### src/logic/mpcp_pkg.sv
// Constants shared by the multipoint region and current peak status block.
package mpcp_pkg;
    localparam int          NUM_PHASES      = 3;
    localparam int          SAMPLE_W        = 32;
    localparam int          PEAK_W          = 24;
    localparam int          REGION_W        = 4;
    localparam int          ADDR_W          = 12;
    localparam int          DATA_W          = 32;
    localparam int          PEAK_SHIFT      = 5;
    localparam logic [11:0] PHASE_A_CAL_REGION_OFS = 12'h021d;
    localparam logic [11:0] PHASE_B_CAL_REGION_OFS = 12'h023d;
    localparam logic [11:0] PHASE_C_CAL_REGION_OFS = 12'h025d;
    localparam logic [11:0] CURRENT_PEAK_HOLD_OFS  = 12'h0400;
    localparam logic [3:0]  REGION_RESET    = 4'hf;
    localparam logic [3:0]  REGION_DISABLED = 4'hf;
    localparam logic [3:0]  REGION_MAX      = 4'h4;
    localparam logic [23:0] PEAK_RESET      = 24'h00_0000;
    localparam logic [2:0]  PHASE_FLAGS_RESET = 3'h0;
    localparam int          PEAK_LSB        = 0;
    localparam int          PHASE_FLAGS_LSB = 24;
    localparam int          REGION_LSB      = 0;
endpackage : mpcp_pkg

### src/logic/mpcp_abs_scale.sv
// Magnitude of one processed current sample scaled down to the peak width.
`timescale 1ns/1ps
module mpcp_abs_scale #(
    parameter int SAMPLE_W = mpcp_pkg::SAMPLE_W,
    parameter int PEAK_W   = mpcp_pkg::PEAK_W,
    parameter int SHIFT    = mpcp_pkg::PEAK_SHIFT
) (
    // Sample in.
    input  wire logic [SAMPLE_W-1:0] sample,
    // Scaled magnitude out.
    output logic      [PEAK_W-1:0]   magnitude
);
    logic [SAMPLE_W-1:0] abs_val;
    logic [SAMPLE_W-1:0] shifted;

    always_comb begin
        if (sample[SAMPLE_W-1]) begin
            abs_val = ~sample + {{(SAMPLE_W-1){1'b0}}, 1'b1};
        end else begin
            abs_val = sample;
        end
        shifted = abs_val >> SHIFT;
        // Values above the field saturate instead of wrapping.
        if (|shifted[SAMPLE_W-1:PEAK_W]) begin
            magnitude = {PEAK_W{1'b1}};
        end else begin
            magnitude = shifted[PEAK_W-1:0];
        end
    end
endmodule : mpcp_abs_scale

### src/logic/mpcp_status.sv
// Read-only calibration region and current peak status registers.
//
// How it works
// - With multipoint compensation on, each phase reports its set index.
// - The region field holds the binary set index, zero through four.
// - With compensation off, or after reset, every region field reads F.
// - Phases A, B and C each have their own region register.
// - The peak field holds the largest absolute sample divided by 32.
// - Only channels enabled by the peak channel select enter the peak.
// - Bit 4 of the main configuration enables multipoint compensation.
`timescale 1ns/1ps
module mpcp_status (
    // Clock and reset.
    input  wire logic        core_clk,
    input  wire logic        rst_n,
    // Configuration bits from the main and peak configuration registers.
    input  wire logic        multipoint_comp_enable,
    input  wire logic [2:0]  peak_channel_select,
    // Active calibration set per phase from the region selector, A lowest.
    input  wire logic [11:0] phase_region_in,
    // Processed current samples, A lowest, and their strobe.
    input  wire logic        sample_valid,
    input  wire logic [95:0] current_samples,
    // Peak clear request.
    input  wire logic        peak_clear,
    // Host read port.
    input  wire logic        reg_rd,
    input  wire logic [11:0] reg_addr,
    output logic      [31:0] reg_rdata_q,
    output logic             reg_rvalid_q
);
    localparam int NP = mpcp_pkg::NUM_PHASES;
    localparam int RW = mpcp_pkg::REGION_W;
    localparam int PW = mpcp_pkg::PEAK_W;
    localparam int SW = mpcp_pkg::SAMPLE_W;

    logic [NP*RW-1:0] region_q;
    logic [NP*RW-1:0] region_d;
    logic [PW-1:0]    peak_q;
    logic [PW-1:0]    peak_d;
    logic [NP-1:0]    flags_q;
    logic [NP-1:0]    flags_d;
    logic [31:0]      rdata_d;
    logic             rvalid_d;
    logic [PW-1:0]    mag [NP];
    logic [PW-1:0]    best;
    logic [NP-1:0]    hits;
    logic [PW-1:0]    base_peak;
    logic [NP-1:0]    base_flags;

    ////////////////////////////////////////////////////////////////////////
    // Per-phase region fields and sample magnitudes.
    genvar g;
    generate
        for (g = 0; g < NP; g++) begin : g_phase
            always_comb begin
                if (!multipoint_comp_enable) begin
                    region_d[g*RW +: RW] = mpcp_pkg::REGION_DISABLED;
                end else begin
                    region_d[g*RW +: RW] = phase_region_in[g*RW +: RW];
                end
            end
            mpcp_abs_scale u_abs (
                .sample    (current_samples[g*SW +: SW]),
                .magnitude (mag[g])
            );
        end
    endgenerate

    always_ff @(posedge core_clk) begin
        if (!rst_n) begin
            region_q <= {NP{mpcp_pkg::REGION_RESET}};
        end else begin
            region_q <= region_d;
        end
    end

    ////////////////////////////////////////////////////////////////////////
    // Peak tracking.
    always_comb begin
        best = '0;
        hits = '0;
        for (int i = 0; i < NP; i++) begin
            if (peak_channel_select[i] && mag[i] > best) begin
                best = mag[i];
            end
        end
        for (int i = 0; i < NP; i++) begin
            hits[i] = peak_channel_select[i] && (mag[i] == best) &&
                      (best != '0);
        end
        // A clear in the same cycle as a sample still keeps that sample.
        base_peak  = peak_clear ? mpcp_pkg::PEAK_RESET : peak_q;
        base_flags = peak_clear ? mpcp_pkg::PHASE_FLAGS_RESET : flags_q;
        peak_d     = base_peak;
        flags_d    = base_flags;
        if (sample_valid && best > base_peak) begin
            peak_d  = best;
            flags_d = hits;
        end else if (sample_valid && best == base_peak && best != '0) begin
            flags_d = base_flags | hits;
        end
    end

    always_ff @(posedge core_clk) begin
        if (!rst_n) begin
            peak_q  <= mpcp_pkg::PEAK_RESET;
            flags_q <= mpcp_pkg::PHASE_FLAGS_RESET;
        end else begin
            peak_q  <= peak_d;
            flags_q <= flags_d;
        end
    end

    ////////////////////////////////////////////////////////////////////////
    // Host read decode; unmapped and reserved bits read zero.
    always_comb begin
        rdata_d  = '0;
        rvalid_d = reg_rd;
        if (!reg_rd) begin
            rdata_d = '0;
        end else if (reg_addr == mpcp_pkg::PHASE_A_CAL_REGION_OFS) begin
            rdata_d[mpcp_pkg::REGION_LSB +: RW] = region_q[0 +: RW];
        end else if (reg_addr == mpcp_pkg::PHASE_B_CAL_REGION_OFS) begin
            rdata_d[mpcp_pkg::REGION_LSB +: RW] = region_q[RW +: RW];
        end else if (reg_addr == mpcp_pkg::PHASE_C_CAL_REGION_OFS) begin
            rdata_d[mpcp_pkg::REGION_LSB +: RW] = region_q[2*RW +: RW];
        end else if (reg_addr == mpcp_pkg::CURRENT_PEAK_HOLD_OFS) begin
            rdata_d[mpcp_pkg::PEAK_LSB +: PW]        = peak_q;
            rdata_d[mpcp_pkg::PHASE_FLAGS_LSB +: NP] = flags_q;
        end
    end

    always_ff @(posedge core_clk) begin
        if (!rst_n) begin
            reg_rdata_q  <= '0;
            reg_rvalid_q <= 1'b0;
        end else begin
            reg_rdata_q  <= rdata_d;
            reg_rvalid_q <= rvalid_d;
        end
    end
endmodule : mpcp_status

### config.mk
export PLATFORM = sky130hd
export DESIGN_NAME = mpcp_status
export DESIGN_NICKNAME = d
export VERILOG_FILES = /design/src/logic/mpcp_pkg.sv /design/src/logic/mpcp_abs_scale.sv /design/src/logic/mpcp_status.sv
export SDC_FILE = /design/constraint.sdc
export NUM_CORES = 1
export LEC_CHECK = 0
export ABC_AREA = 1
export BUFFER_PORTS_ARGS = -buffer_cell sky130_fd_sc_hd__buf_4
export CAP_MARGIN = 25
export CORE_ASPECT_RATIO = 0.8
export CORE_MARGIN = 4
export CORE_UTILIZATION = 40
export CTS_BUF_LIST = sky130_fd_sc_hd__clkbuf_16
export DETAILED_ROUTE_END_ITERATION = 8
export GPL_TIMING_DRIVEN = 0
export MAX_ROUTING_LAYER = met4
export PLACE_DENSITY = 0.66
export SLEW_MARGIN = 10
export SYNTH_ARGS = -nofsm -noshare
export SYNTH_HDL_FRONTEND = slang
export SYNTH_SLANG_ARGS = --single-unit
### constraint.sdc
create_clock -name core_clk -period 17.4 [get_ports core_clk]
set_input_delay 0 -clock core_clk [delete_from_list [all_inputs] [get_ports core_clk]]
set_output_delay 0 -clock core_clk [all_outputs]
set_load 0.005 [all_outputs]
Yosys cells after proc, flatten, opt, wreduce, memory -nomap -nowiden
Cells that the tools add are included.

operators by class
  multiplexer cells = 18
  reductions and logical operators = 19
  shifts and indexed selects = 0
  magnitude comparators = 4
  add/subtract/negate cells = 3
  bitwise operators = 7
  divide/modulo/power cells = 0
  $mul = 0
  equality and inequality tests = 8

operator list
  kind                                                  number
  two-way mux 24 bit                                    8
  adder 32 x 1 -> 32 bit (second input constant)        3
  == test 24 bit                                        4
  two-way mux 32 bit                                    3
  inverter 32 bit                                       3
  > comparator 24 bit                                   3
  == test 12 x 10 -> 1 bit (second input constant)      3
  two-way mux 27 bit                                    1
  > comparator 24 x 1 -> 1 bit (second input constant)  1
  nonzero test 24 bit                                   1
  == test 12 x 11 -> 1 bit (second input constant)      1
  logical AND 1 bit                                     12
  two-way mux 4 bit                                     3
  two-way mux 3 bit                                     3
  OR reduction 3 bit                                    3
  OR reduction 6 bit                                    1
  AND reduction 2 bit                                   2
  inverter 1 bit                                        3
  bitwise OR 3 bit                                      1

storage, ports and cells
  ROM bits = 0
  logic and storage cells = 66
  register bits after elaboration = 72
  latch bits = 0
  bits of input ports = 129
  bits in writable memories = 0
  memories kept = 0

Depth between registers and ports, before layout
Gate-level depths: netlist of run 1.

  depth in word-level cells = 20
  depth in mapped cells = 58

By module
From an unflattened synthesis of run 1, not the netlist that was laid out.

second synthesis, totals
  cells, all modules = 1847
  area, all modules = 10168.5 µm²

by module, submodules not included
  module          times used  cells an instance  area each (µm²)
  mpcp_status     1           1202               6921.6
  mpcp_abs_scale  3           215                1082.3

Worst setup path after synthesis of run 1
No wires, ideal clock.

  path kind = input to register
  from = input port current_samples[3]
  to = register peak_q[21]
  required time = 17.272 ns
  stages = 54
  setup time = 0.128 ns
  arrival time = 6.697 ns
  slack = 10.575 ns
  cells stage by stage = nor2_1 > nand2_1 > nor2_1 > nand2_1 > nand2_1 > nand2_1 > nand2_1 > nand2_1 > nand2_2 > nor2_8 > nand3_1 > nor2_1 > nand2_2 > buf_6 > nand2_1 > inv_1 > clkbuf_1 > nand2_1 > [... 18 more ...] > nand3_1 > nand3_1 > inv_1 > buf_1 > nand2_1 > nand2_2 > inv_1 > ha_1 > nand2_1 > or4_1 > nor2_1 > nand4_1 > o21a_1 > nand2_1 > nand2_2 > buf_2 > o21ai_0 > a21oi_1

on the way
  word-level cells in the longest chain between the ends = 17

ends and longest elaborated chain
  item                          RTL line              source
  from (decl)                   mpcp_status.sv:23     input wire logic [95:0] current_samples,
  inverter 32 bit (*)           mpcp_abs_scale.sv:18  abs_val = ~sample + {{(SAMPLE_W-1){1'b0}}, 1'b1};
  adder 32 x 1 -> 32 bit (*)    mpcp_abs_scale.sv:18
  two-way mux 32 bit (*)        mpcp_abs_scale.sv:17  if (sample[SAMPLE_W-1]) begin
  OR reduction 3 bit            mpcp_abs_scale.sv:24  if (|shifted[SAMPLE_W-1:PEAK_W]) begin
  two-way mux 24 bit (*)        mpcp_abs_scale.sv:24
  > comparator 24 x 1 -> 1 bit  mpcp_status.sv:84     if (peak_channel_select[i] && mag[i] > best) begin
  logical AND 1 bit             mpcp_status.sv:84
  two-way mux 24 bit (*)        mpcp_status.sv:84
  > comparator 24 bit           mpcp_status.sv:84
  logical AND 1 bit             mpcp_status.sv:84
  two-way mux 24 bit (*)        mpcp_status.sv:84
  > comparator 24 bit           mpcp_status.sv:84
  logical AND 1 bit             mpcp_status.sv:84
  two-way mux 24 bit (*)        mpcp_status.sv:84
  > comparator 24 bit           mpcp_status.sv:97     if (sample_valid && best > base_peak) begin
  logical AND 1 bit             mpcp_status.sv:97
  two-way mux 24 bit (*)        mpcp_status.sv:97
  to (signal assigned)          mpcp_status.sv:107    peak_q <= mpcp_pkg::PEAK_RESET;
  to (signal assigned)          mpcp_status.sv:110    peak_q <= peak_d;
  to (decl)                     mpcp_status.sv:39     logic [PW-1:0] peak_q;

Mark *: on every way between the ends. The rest lies on a longest branch, timed or not.
A chain may end at the register's enable or synchronous reset.

Worst setup path after layout of run 1
  from = input port current_samples[3]
  to = register peak_q[9]

Same word-level chain as after synthesis.

==> results.md, run 1 <==
- For this design, the sink count on the clock tree is 67.
- Setup repair after global routing left no endpoint under its margin.
- The post-synthesis compound-gate area fraction was 0.101.
- Of the total synthesized cell area, the portion taken by AND, OR, NAND and NOR gates is 0.501.
- The internal portion of the total power is 411 uW.
- The most frequent cell on the critical path is sky130_fd_sc_hd__nand2_1.
- The clock root buffer master is sky130_fd_sc_hd__clkbuf_16.
- The hold violation count in the final report is 0.
- Summed over all cells, the static leakage comes to 0.00570 uW.
- Before antenna repair, the detailed router went through 6 iterations.
- The buffer depth of the longest clock path is 2.
- The number of distinct library cells after synthesis is 43.
- Summing over every cut layer, the via total after detailed routing is 11260.
- The endpoint identified for the worst register-to-register timing path is peak_q[9].
- The fraction of the mapped netlist area in adder cells is 0.0959.
- The count of cells along the worst register-to-register path is 11.
- Of the post-synthesis cell area, the part taken by muxes is 0.
- The die boundary width is 178 um.
- The clock buffer count from CTS is 9.
- The max-slew headroom at the worst pin is 0.571.
- The critical path launch point is current_samples[3].
- The number of antenna violations at the first check in global routing is 0.
- For the pin with the worst max-slew slack, the measured transition is 0.643 ns.
- The register clock-pin slew on the reported worst setup and hold paths is 0.05 ns.
- The first global-routing pass estimated 55400 um of wire.
- Yosys printed 0 warnings.
- Of the total synthesized cell area, the portion taken by XOR and XNOR cells is 0.0558.
- The share of total power dissipated in the clock network is 0.196.
- The critical path capture point type is a flip-flop.
- Once detail routing completed, the nets flagged for antenna violations numbered 0.
- The sequential cells in the finished layout cover a total of 0.00134 mm^2.
- Across the routed clock network, the largest skew measured is 0.00620 ns.
- The reg-to-reg setup timing slack is 14.75 ns.
- The total power consumption of the routed design is 789 uW.
- The hold path depth is 4.
- The number of DRC markers in iteration 0 is 1109.
- After routing, the total negative slack on setup checks comes to 0 ns.
- The worst setup timing slack at the placement stage is 8.13 ns.
- The aggregate global-route resource usage is 0.286.
- For this run, the number of standard cells in the final layout without fillers is 2141.
- The class of the worst hold path is in -> reg.
- The chip height is 144 um.
- The number of flip-flops and latches in the synthesized netlist is 67.
- Data on the critical path is required at its endpoint by 17.59 ns.
- After detailed routing, the average wire length per cell comes to 17.2 um.
- After layout, the minimum clock period comes to 9.26 ns.
- After synthesis, the largest family of logic cells by area is simple AND/OR/NAND/NOR gates.
- Entering global routing, the biggest net connects 12 pins.
- The max-cap violation count is 0.
- The number of global-route vias before repair is 10058.
- The number of placed instances with taps included is 2109.
- The worst stage delay on the critical path is 0.55 ns.
- The combined area of the multi-input logic cells is 0.00700 mm^2.
- The starting density of the core is 0.409.
- The ratio of total power to cell area is 70.2 mW/mm^2.
- The number of filler cells placed in the layout is 2439.
- The HPWL after detailed placement is 31100 um.
- The startpoint identified for the worst hold timing path is peak_clear.
- For the worst setup path, the data arrival time is 9.45 ns.
- The share of total power in combinational logic is 0.584.
- After technology mapping, the gate count stands at 1644.
- In this run the power spent charging and discharging nets is 378 uW.
- The number of nets in the finished design is 2030.
- 162 I/O pins were placed.
- The average instance area after synthesis is 5.63 um^2.
- Of the synthesized area, sequential elements account for 0.145.
- In this run the post-CTS setup repair buffer count came out at 0.
- In this run the tool buffered the top-level ports with 155 buffer cells.
- STA classifies the critical path startpoint as a primary input.
- The number of antenna repair diodes is 0.
- The worst-path maximum fanout is 10.
- The flow ran to the end, and the final reports show no timing, DRC or antenna violations.
- The wire length reported by the detailed router is 36700 um.
- The path with the worst hold slack has its endpoint at peak_q[10].
- The area of the placeable core is 0.0226 mm^2.
- The startpoint identified for the worst register-to-register timing path is peak_q[21].
- Dividing the final minimum period by the clock period gives 0.532.
- The floorplan has 49 rows.
- From synthesis to final layout, the design area changed by 21.4%.
- The share of total power dissipated in sequential elements is 0.219.
- At the end of routability-driven placement, the weighted congestion stood at 1.02.
- Of the cells placed in the final design, the portion with a size suffix greater than 1 is 0.148.
- The critical path is of the in -> reg type.
- The clock tree synthesis step divided the H-tree into 3 levels.
- The clock latency of the later-clocked register in the worst-skew pair is 0.32 ns.
- IR analysis of the VDD net gives a maximum drop of 40.8 uV.
- Among all flip-flop cells after synthesis, the most frequent one is sky130_fd_sc_hd__dfxtp_1.
- TritonCTS built the clock tree.
- Yosys mapped a number of flops with a built-in enable equal to 0.
- The die covers 0.0257 mm^2.
- The slowest library cell on the worst path is sky130_fd_sc_hd__nor4_1.
- The total overflow left after global routing is 0.
- In the routed layout, each cell is associated on average with a via count of 5.26.
- Of the total power, the share spent switching nets is 0.479.
- The number of endpoints failing setup at the final stage is 0.
- The post-synthesis instance area is 0.00926 mm^2.
- The number of max-slew violations in the final report is 0.
- The post-detailed-route DRC marker count is 0.
- Static timing analysis puts the maximum clock frequency at 108 MHz.
- The setup slack after layout is 8.14 ns.
- After synthesis, the share of flip-flops with an asynchronous set or reset is 0.
-- routing by layer --
| layer | GRT usage | share of wire | vias up |
|---|---|---|---|
| li1 | - | - | 5691 |
| met1 | 0.407 | 0.47 | 5081 |
| met2 | 0.427 | 0.42 | 455 |
| met3 | 0.0612 | 0.099 | 33 |
| met4 | 0.0407 | 0.011 | 0 |
| met5 | - | 0 | - |
-- worst max-delay path, delay by kind of cell --
kind                       cells  cell delay (ns)
and+or+nand+nor               35             5.04
buffers and inverters         12             3.13
adders and majority gates      3             0.90
AOI/OAI and AO/OA              2             0.32
-- cell type report --
class                   instances  area share
multi-input cells            1350       0.622
flip-flops and latches         67       0.119
repair buffers                171       0.118
inverters                     179      0.0597
well taps                     306      0.0340
plain buffers                  52      0.0236
clock buffers                   9      0.0200
clock inverters                 7     0.00334
-- Yosys cell counts (4+ instances only) --
cell type / instances / share of area
sky130_fd_sc_hd__nand3_2: 12 / 0.013
sky130_fd_sc_hd__clkbuf_1: 23 / 0.0093
sky130_fd_sc_hd__buf_4: 7 / 0.0057
sky130_fd_sc_hd__a21oi_1: 68 / 0.037
sky130_fd_sc_hd__nor4_1: 11 / 0.0074
sky130_fd_sc_hd__nand2_2: 25 / 0.017
sky130_fd_sc_hd__nor3_1: 16 / 0.0086
sky130_fd_sc_hd__a211oi_1: 6 / 0.0049
sky130_fd_sc_hd__xnor2_1: 16 / 0.015
sky130_fd_sc_hd__o21ai_0: 83 / 0.045
sky130_fd_sc_hd__nor2_2: 8 / 0.0054
sky130_fd_sc_hd__ha_1: 71 / 0.096
sky130_fd_sc_hd__nand3_4: 4 / 0.0076
sky130_fd_sc_hd__nand3b_1: 17 / 0.014
sky130_fd_sc_hd__nand4_1: 45 / 0.030
sky130_fd_sc_hd__inv_1: 174 / 0.071
sky130_fd_sc_hd__xor2_1: 43 / 0.041
sky130_fd_sc_hd__o21ai_1: 4 / 0.0022
sky130_fd_sc_hd__nand3_1: 149 / 0.081
sky130_fd_sc_hd__or2_2: 18 / 0.012
sky130_fd_sc_hd__nand2_1: 519 / 0.21
sky130_fd_sc_hd__and2_1: 4 / 0.0027
sky130_fd_sc_hd__dfxtp_1: 67 / 0.14
sky130_fd_sc_hd__nor2_1: 203 / 0.082
sky130_fd_sc_hd__buf_2: 17 / 0.0092
-- cells in the final DEF, fill, tap and decap left out, drive strengths merged, types with 2 or more instances in the layout --
cell type / count
nand4: 47
dfxtp: 67
nand2: 546
dlygate4sd3: 16
a21boi: 3
ha: 71
a21oi: 68
nor3: 16
clkbuf: 32
xnor2: 16
nand3: 165
conb: 5
inv: 179
o21a: 3
xor2: 43
and2: 4
buf: 184
o21ai: 87
nor4: 11
clkinvlp: 2
o211ai: 2
a21o: 2
o31ai: 3
a211oi: 6
clkinv: 5
or2: 19
nor2: 213
nand3b: 17
-- state kept, by name (all words and copies together) (netlist names) --
| signal | count |
|---|---|
| flags_q | 3 |
| peak_q | 24 |
| reg_rdata_q | 27 |
| region_q | 12 |
| reg_rvalid_q | 1 |
-- logic make-up after synthesis --
group,count (synthesis)
other,1
AND/OR/NAND/NOR,1039
XOR/XNOR,59
adder cells (fa/ha/maj),71
buffers and inverters,231
AO/OA/AOI/OAI,176
flip-flops,67
-- what timing repair did --
action / CTS / global route
endpoints found under the hold margin: 16 / 0
gates resized for setup: 0 / 0
hold buffers: 16 / 0
-- worst max path at each step --
| stage | depth (start not counted) | slack [ns] | to |
|---|---|---|---|
| 4_1_cts | 53 | 8.43 | peak_q[6] |
| 6_report | 52 | 8.14 | peak_q[9] |
| 3_5_place_dp | 53 | 8.13 | peak_q[6] |
| 3_3_place_gp | 54 | 8.14 | peak_q[6] |
| 5_1_grt | 54 | 7.47 | peak_q[8] |
| 2_1_floorplan | 54 | 10.57 | peak_q[21] |
-- per-stage QoR --
step / utilization / hold slack [ns] / cell area (um^2)
global placement: 0.478 / 0.187 / 10800
finish: 0.497 / 0.0406 / 11200
global route: 0.497 / 0.0766 / 11200
detailed placement: 0.478 / 0.189 / 10800
CTS: 0.497 / 0.0302 / 11200
floorplan: - / 0.107 / 9280
-- power groups by stage --
stage | clock (uW) | combinational [uW] | sequential [uW]
after floorplan | 0 | 294 | 174
after global placement | 0 | 441 | 176
after detailed placement | 0 | 445 | 176
after CTS | 158 | 450 | 173
after global routing | 165 | 511 | 175
final | 155 | 461 | 173
(Power assumes the default switching activity.)
==> run 2: changes to the inputs <==
Settings changed: ABC_AREA 1 to 0, PLACE_DENSITY 0.66 to 0.68.
Clock period 17.4 ns to 8 ns, I/O delays scaled along.
==> run 2 against run 1 <==
Effect of this change: the flow now finishes with violations (setup timing); sequential share of layout area shrank 1.9 points; critical path depth shrank 11; sequential power grew 110%; cell area grew 19%; worst hold slack lost 0.0040 ns; clock skew grew 0.0042 ns; first-iteration DRC count grew 46%; power grew 150%; largest cell class unchanged; area after synthesis grew 2.6%; register-to-register slack lost 10 ns.
==> results.md, run 2 <==
- The max-slew headroom at the worst pin was 0.278 (-0.293).
- The routed length on met3 was 5690 um (+56%).
- The half-perimeter wire length of the detailed placement result is 39500 um (+27%).
- The remaining antenna violation count came to 0 (unchanged).
- The leakage component of the power is 0.00533 uW (-6.6%).
- By count the netlist is led by 99 x sky130_fd_sc_hd__nand2_1, 92 x sky130_fd_sc_hd__nor2_1, 71 x sky130_fd_sc_hd__ha_1.
- The number of standard cells after synthesis is 1310 (-20%).
- The H-tree depth is 3 (unchanged).
- The synthesis-to-layout area growth is 40.9%.
- The met2 wire length was 21400 um (+39%).
- The final cell count without fillers came to 1871 (-13%).
- The measured slew at the worst slew-check pin was 1.08 ns (+0.440 ns).
- The wire length reported by the detailed router came to 51400 um (+40%).
- Sorting the synthesized cells by area gives the leading types as sky130_fd_sc_hd__dfxtp_1 14%, sky130_fd_sc_hd__ha_1 9.4%, sky130_fd_sc_hd__xor2_1 4.7%, sky130_fd_sc_hd__xnor2_1 4.1%, sky130_fd_sc_hd__nand2_1 3.9%.
- The max-cap violation count is 0 (unchanged).
- The worst-path maximum fanout is 10 (unchanged).
- The clock latency of the later-clocked register in the worst-skew pair is 0.34 ns (+0.02 ns).
- The ratio of total power to cell area was 146 mW/mm^2 (+110%).
- The number of synthesized flops with an enable pin came to 0 (unchanged).
- The reg-to-reg setup timing slack is 4.66 ns (-10.09 ns).
- Subtracting the final worst setup slack from the clock period gives 8.78 ns.
- The aggregate global-route resource usage came to 0.372 (+0.0855).
- The largest registers in the layout are reg_rdata_q: 27 flops, peak_q: 24 flops, region_q: 12 flops.
- The checks that failed: setup timing.
- The register clock-pin slew on the reported worst setup and hold paths is 0.06 ns (about the same).
- Ranked by flip-flop count, first place goes to reg_rdata_q.
- The clock sink count came to 67 (unchanged).
- Setup repair after global routing could not meet its margin everywhere.
- The required arrival time at the worst endpoint is 8.23 ns (-9.36 ns).
- The number of max-slew violations in the final report came to 0 (unchanged).
- The total negative slack is -19.83 ns (-19.83 ns).
- The number of flip-flops and latches in the synthesized netlist is 67 (unchanged).
- The kind of critical path is in -> reg.
- The number of warnings reported in the yosys synthesis log is 0 (unchanged).
- The post-synthesis instance area is 0.00950 mm^2 (+2.6%).
- The hold violation count in the final report was 0 (unchanged).
- The number of nets in the finished design came to 1754 (-14%).
- The most frequent cell after synthesis is sky130_fd_sc_hd__nand2_1.
- The global route total overflow is 0 (unchanged).
- The worst setup timing slack at the placement stage came to -3.32 ns (-11.45 ns).
- The async set-reset flop share out of synthesis is 0 (unchanged).
- In the layout the commonest cells are 217 x sky130_fd_sc_hd__buf_4, 90 x sky130_fd_sc_hd__nand2_1, 77 x sky130_fd_sc_hd__nor2_1, 67 x sky130_fd_sc_hd__ha_1, 67 x sky130_fd_sc_hd__dfxtp_1.
- In this run the top signal layer used is met4.
- The largest area contributor in the synthesized netlist is sky130_fd_sc_hd__dfxtp_1.
- The worst-case clock skew is 0.0104 ns (+0.00423 ns).
- The slowest library cell on the worst path is sky130_fd_sc_hd__or4_4.
- The count of pins on the block boundary is 162 (unchanged).
- The cell that appears most often on the critical path is sky130_fd_sc_hd__nand2_2.
- The first-pass GRT wire length is 73600 um (+33%).
- The number of filler cells placed in the layout is 2226 (-8.7%).
- The number of DRC markers in iteration 0 was 1619 (+46%).
- The critical path capture point type is a flip-flop.
- The average routed wire per standard cell was 27.5 um (+60%).
- The largest vdd supply drop was 110 uV (+170%).
- The setup slack after layout is -0.784 ns (-8.92 ns).
- The post-detailed-route DRC marker count is 0 (unchanged).
- The average instance area after synthesis is 7.25 um^2 (+29%).
- The critical path arrival is 9.02 ns (-0.43 ns).
- The number of placed instances with taps included is 1776 (-16%).
- The die boundary width is 180 um (+1.2%).
- The vias per cell is 6.58 (+25%).
- The maximum number of pins on one net before global-route repair is 20 (+8).
- The flow ran to the end, but the final reports show violations.
- The number of rows in the core area came to 50 (+2.0%).
- The share of the clock period used by the worst path after layout is 1.10.
- The number of iterations in the first detailed-routing pass is 6 (unchanged).
- The flip-flop count of the largest register, all copies and words added is 27 (unchanged).
- The routed metal-1 wire length is 22800 um (+31%).
- The chip height is 146 um (+1.2%).
- The number of antenna repair diodes is 0 (unchanged).
- The buffer depth of the longest clock path is 2 (unchanged).
- The clock buffer count from CTS came to 9 (unchanged).
- The number of distinct library cells after synthesis was 94 (+120%).
- The proportion of layout cells with a drive suffix above 1 is 0.316 (+0.167).
- The most common library cell in the layout ignoring fill and taps is sky130_fd_sc_hd__buf_4.
- The full die area is 0.0263 mm^2 (+2.4%).
- The portion of synthesized cell area occupied by the leading cell type is 0.141 (-0.0691).
- The area of the placeable core is 0.0234 mm^2 (+3.4%).
- The min-delay analysis places its worst path in the category in -> reg.
- The number of global-route vias before repair is 11394 (+13%).
- The total number of vias is 12304 (+9.3%).
- The number of endpoints failing setup at the final stage is 27 (+27).
- The clock root buffer master is sky130_fd_sc_hd__clkbuf_16.
- The main flop type after synthesis is sky130_fd_sc_hd__dfxtp_1.
- The last weighted congestion value of the routability-driven placer is 1.04 (+1.8%).
- The maximum frequency from static timing analysis is 114 MHz.
- The number of buffers inserted by port buffering is 148 (-4.5%).
- STA classifies the critical path startpoint as a primary input.
- The part of the Yosys area used for sequential elements is 0.141 (-0.00362).
- The number of antenna violations at the first check in global routing was 0 (unchanged).
- The worst stage delay on the critical path came to 0.60 ns (+0.05 ns).
- The starting density of the core is 0.406 (-0.00339).
- The TritonCTS clock tree is built.
[run 2: worst paths after layout]
kind / startpoint / to / cells past startpoint
worst max-delay path: current_samples[4] / peak_q[9] / 41
worst min-delay path: sample_valid / flags_q[0] / 3
worst max register to register: peak_q[19] / peak_q[9] / 15
worst min register to register: peak_q[19] / reg_rdata_q[19] / 1
[run 2: kinds of logic (layout without fill, tap and decap cells)]
family	after synthesis	after routing	synth area share
multiplexers	26	26	0.0300
buffers and inverters	135	380	0.0577
other	1	5	0.000395
adder cells (fa/ha/maj)	71	71	0.0935
XOR/XNOR	96	96	0.0885
flip-flops	67	67	0.141
AO/OA/AOI/OAI	366	366	0.277
AND/OR/NAND/NOR	548	548	0.312
[run 2: power breakdown]
part	leakage [uW]	internal (uW)	switching, uW
clock	0.000142	243	160
combinational	0.00464	463	726
sequential	0.000546	355	10.3
total	0.00533	1060	897
[run 2: timing repair]
item                                    in CTS  in global routing
pin swaps                                   41                 31
cloned                                       4                  0
endpoints found under the setup margin      27                 27
hold buffers                                13                  0
gates resized for setup                    161                 96
hold endpoints to repair                    13                  0
setup buffers                               39                 26
[run 2: worst max-delay path, delay by kind of cell]
| kind | cells | cell delay, ns |
|---|---|---|
| AOI/OAI and AO/OA | 13 | 3.07 |
| xor gates and xnor gates | 1 | 0.35 |
| adders and majority gates | 3 | 0.79 |
| and+or+nand+nor | 16 | 3.47 |
| muxes | 1 | 0.26 |
| buffers and inverters | 7 | 1.07 |
[run 2: cell type report]
cell class / count / area [um^2] / area share
buffer: 72 / 542 / 0.0405
clock buffer: 9 / 225 / 0.0168
clock inverter: 7 / 76.3 / 0.00570
inverter: 59 / 226 / 0.0169
multi-input combinational: 1112 / 8730 / 0.652
sequential: 67 / 1340 / 0.100
tap: 312 / 390 / 0.0292
timing repair buffer: 233 / 1850 / 0.138
[run 2: layer usage]
metal,vias up,GRT usage
li1,5449,-
met1,5903,0.530
met2,817,0.532
met3,135,0.0885
met4,0,0.0847
met5,-,-
[run 2: stage by stage]
step / total power, uW / hold slack [ns] / cell area [um^2] / util
2_1_floorplan: 962 / 0.107 / 9740 / -
4_1_cts: 1830 / 0.0319 / 12800 / 0.547
3_3_place_gp: 1300 / 0.187 / 11200 / 0.480
3_5_place_dp: 1310 / 0.190 / 11300 / 0.482
6_report: 1960 / 0.0366 / 13400 / 0.572
5_1_grt: 2030 / 0.0292 / 13400 / 0.572
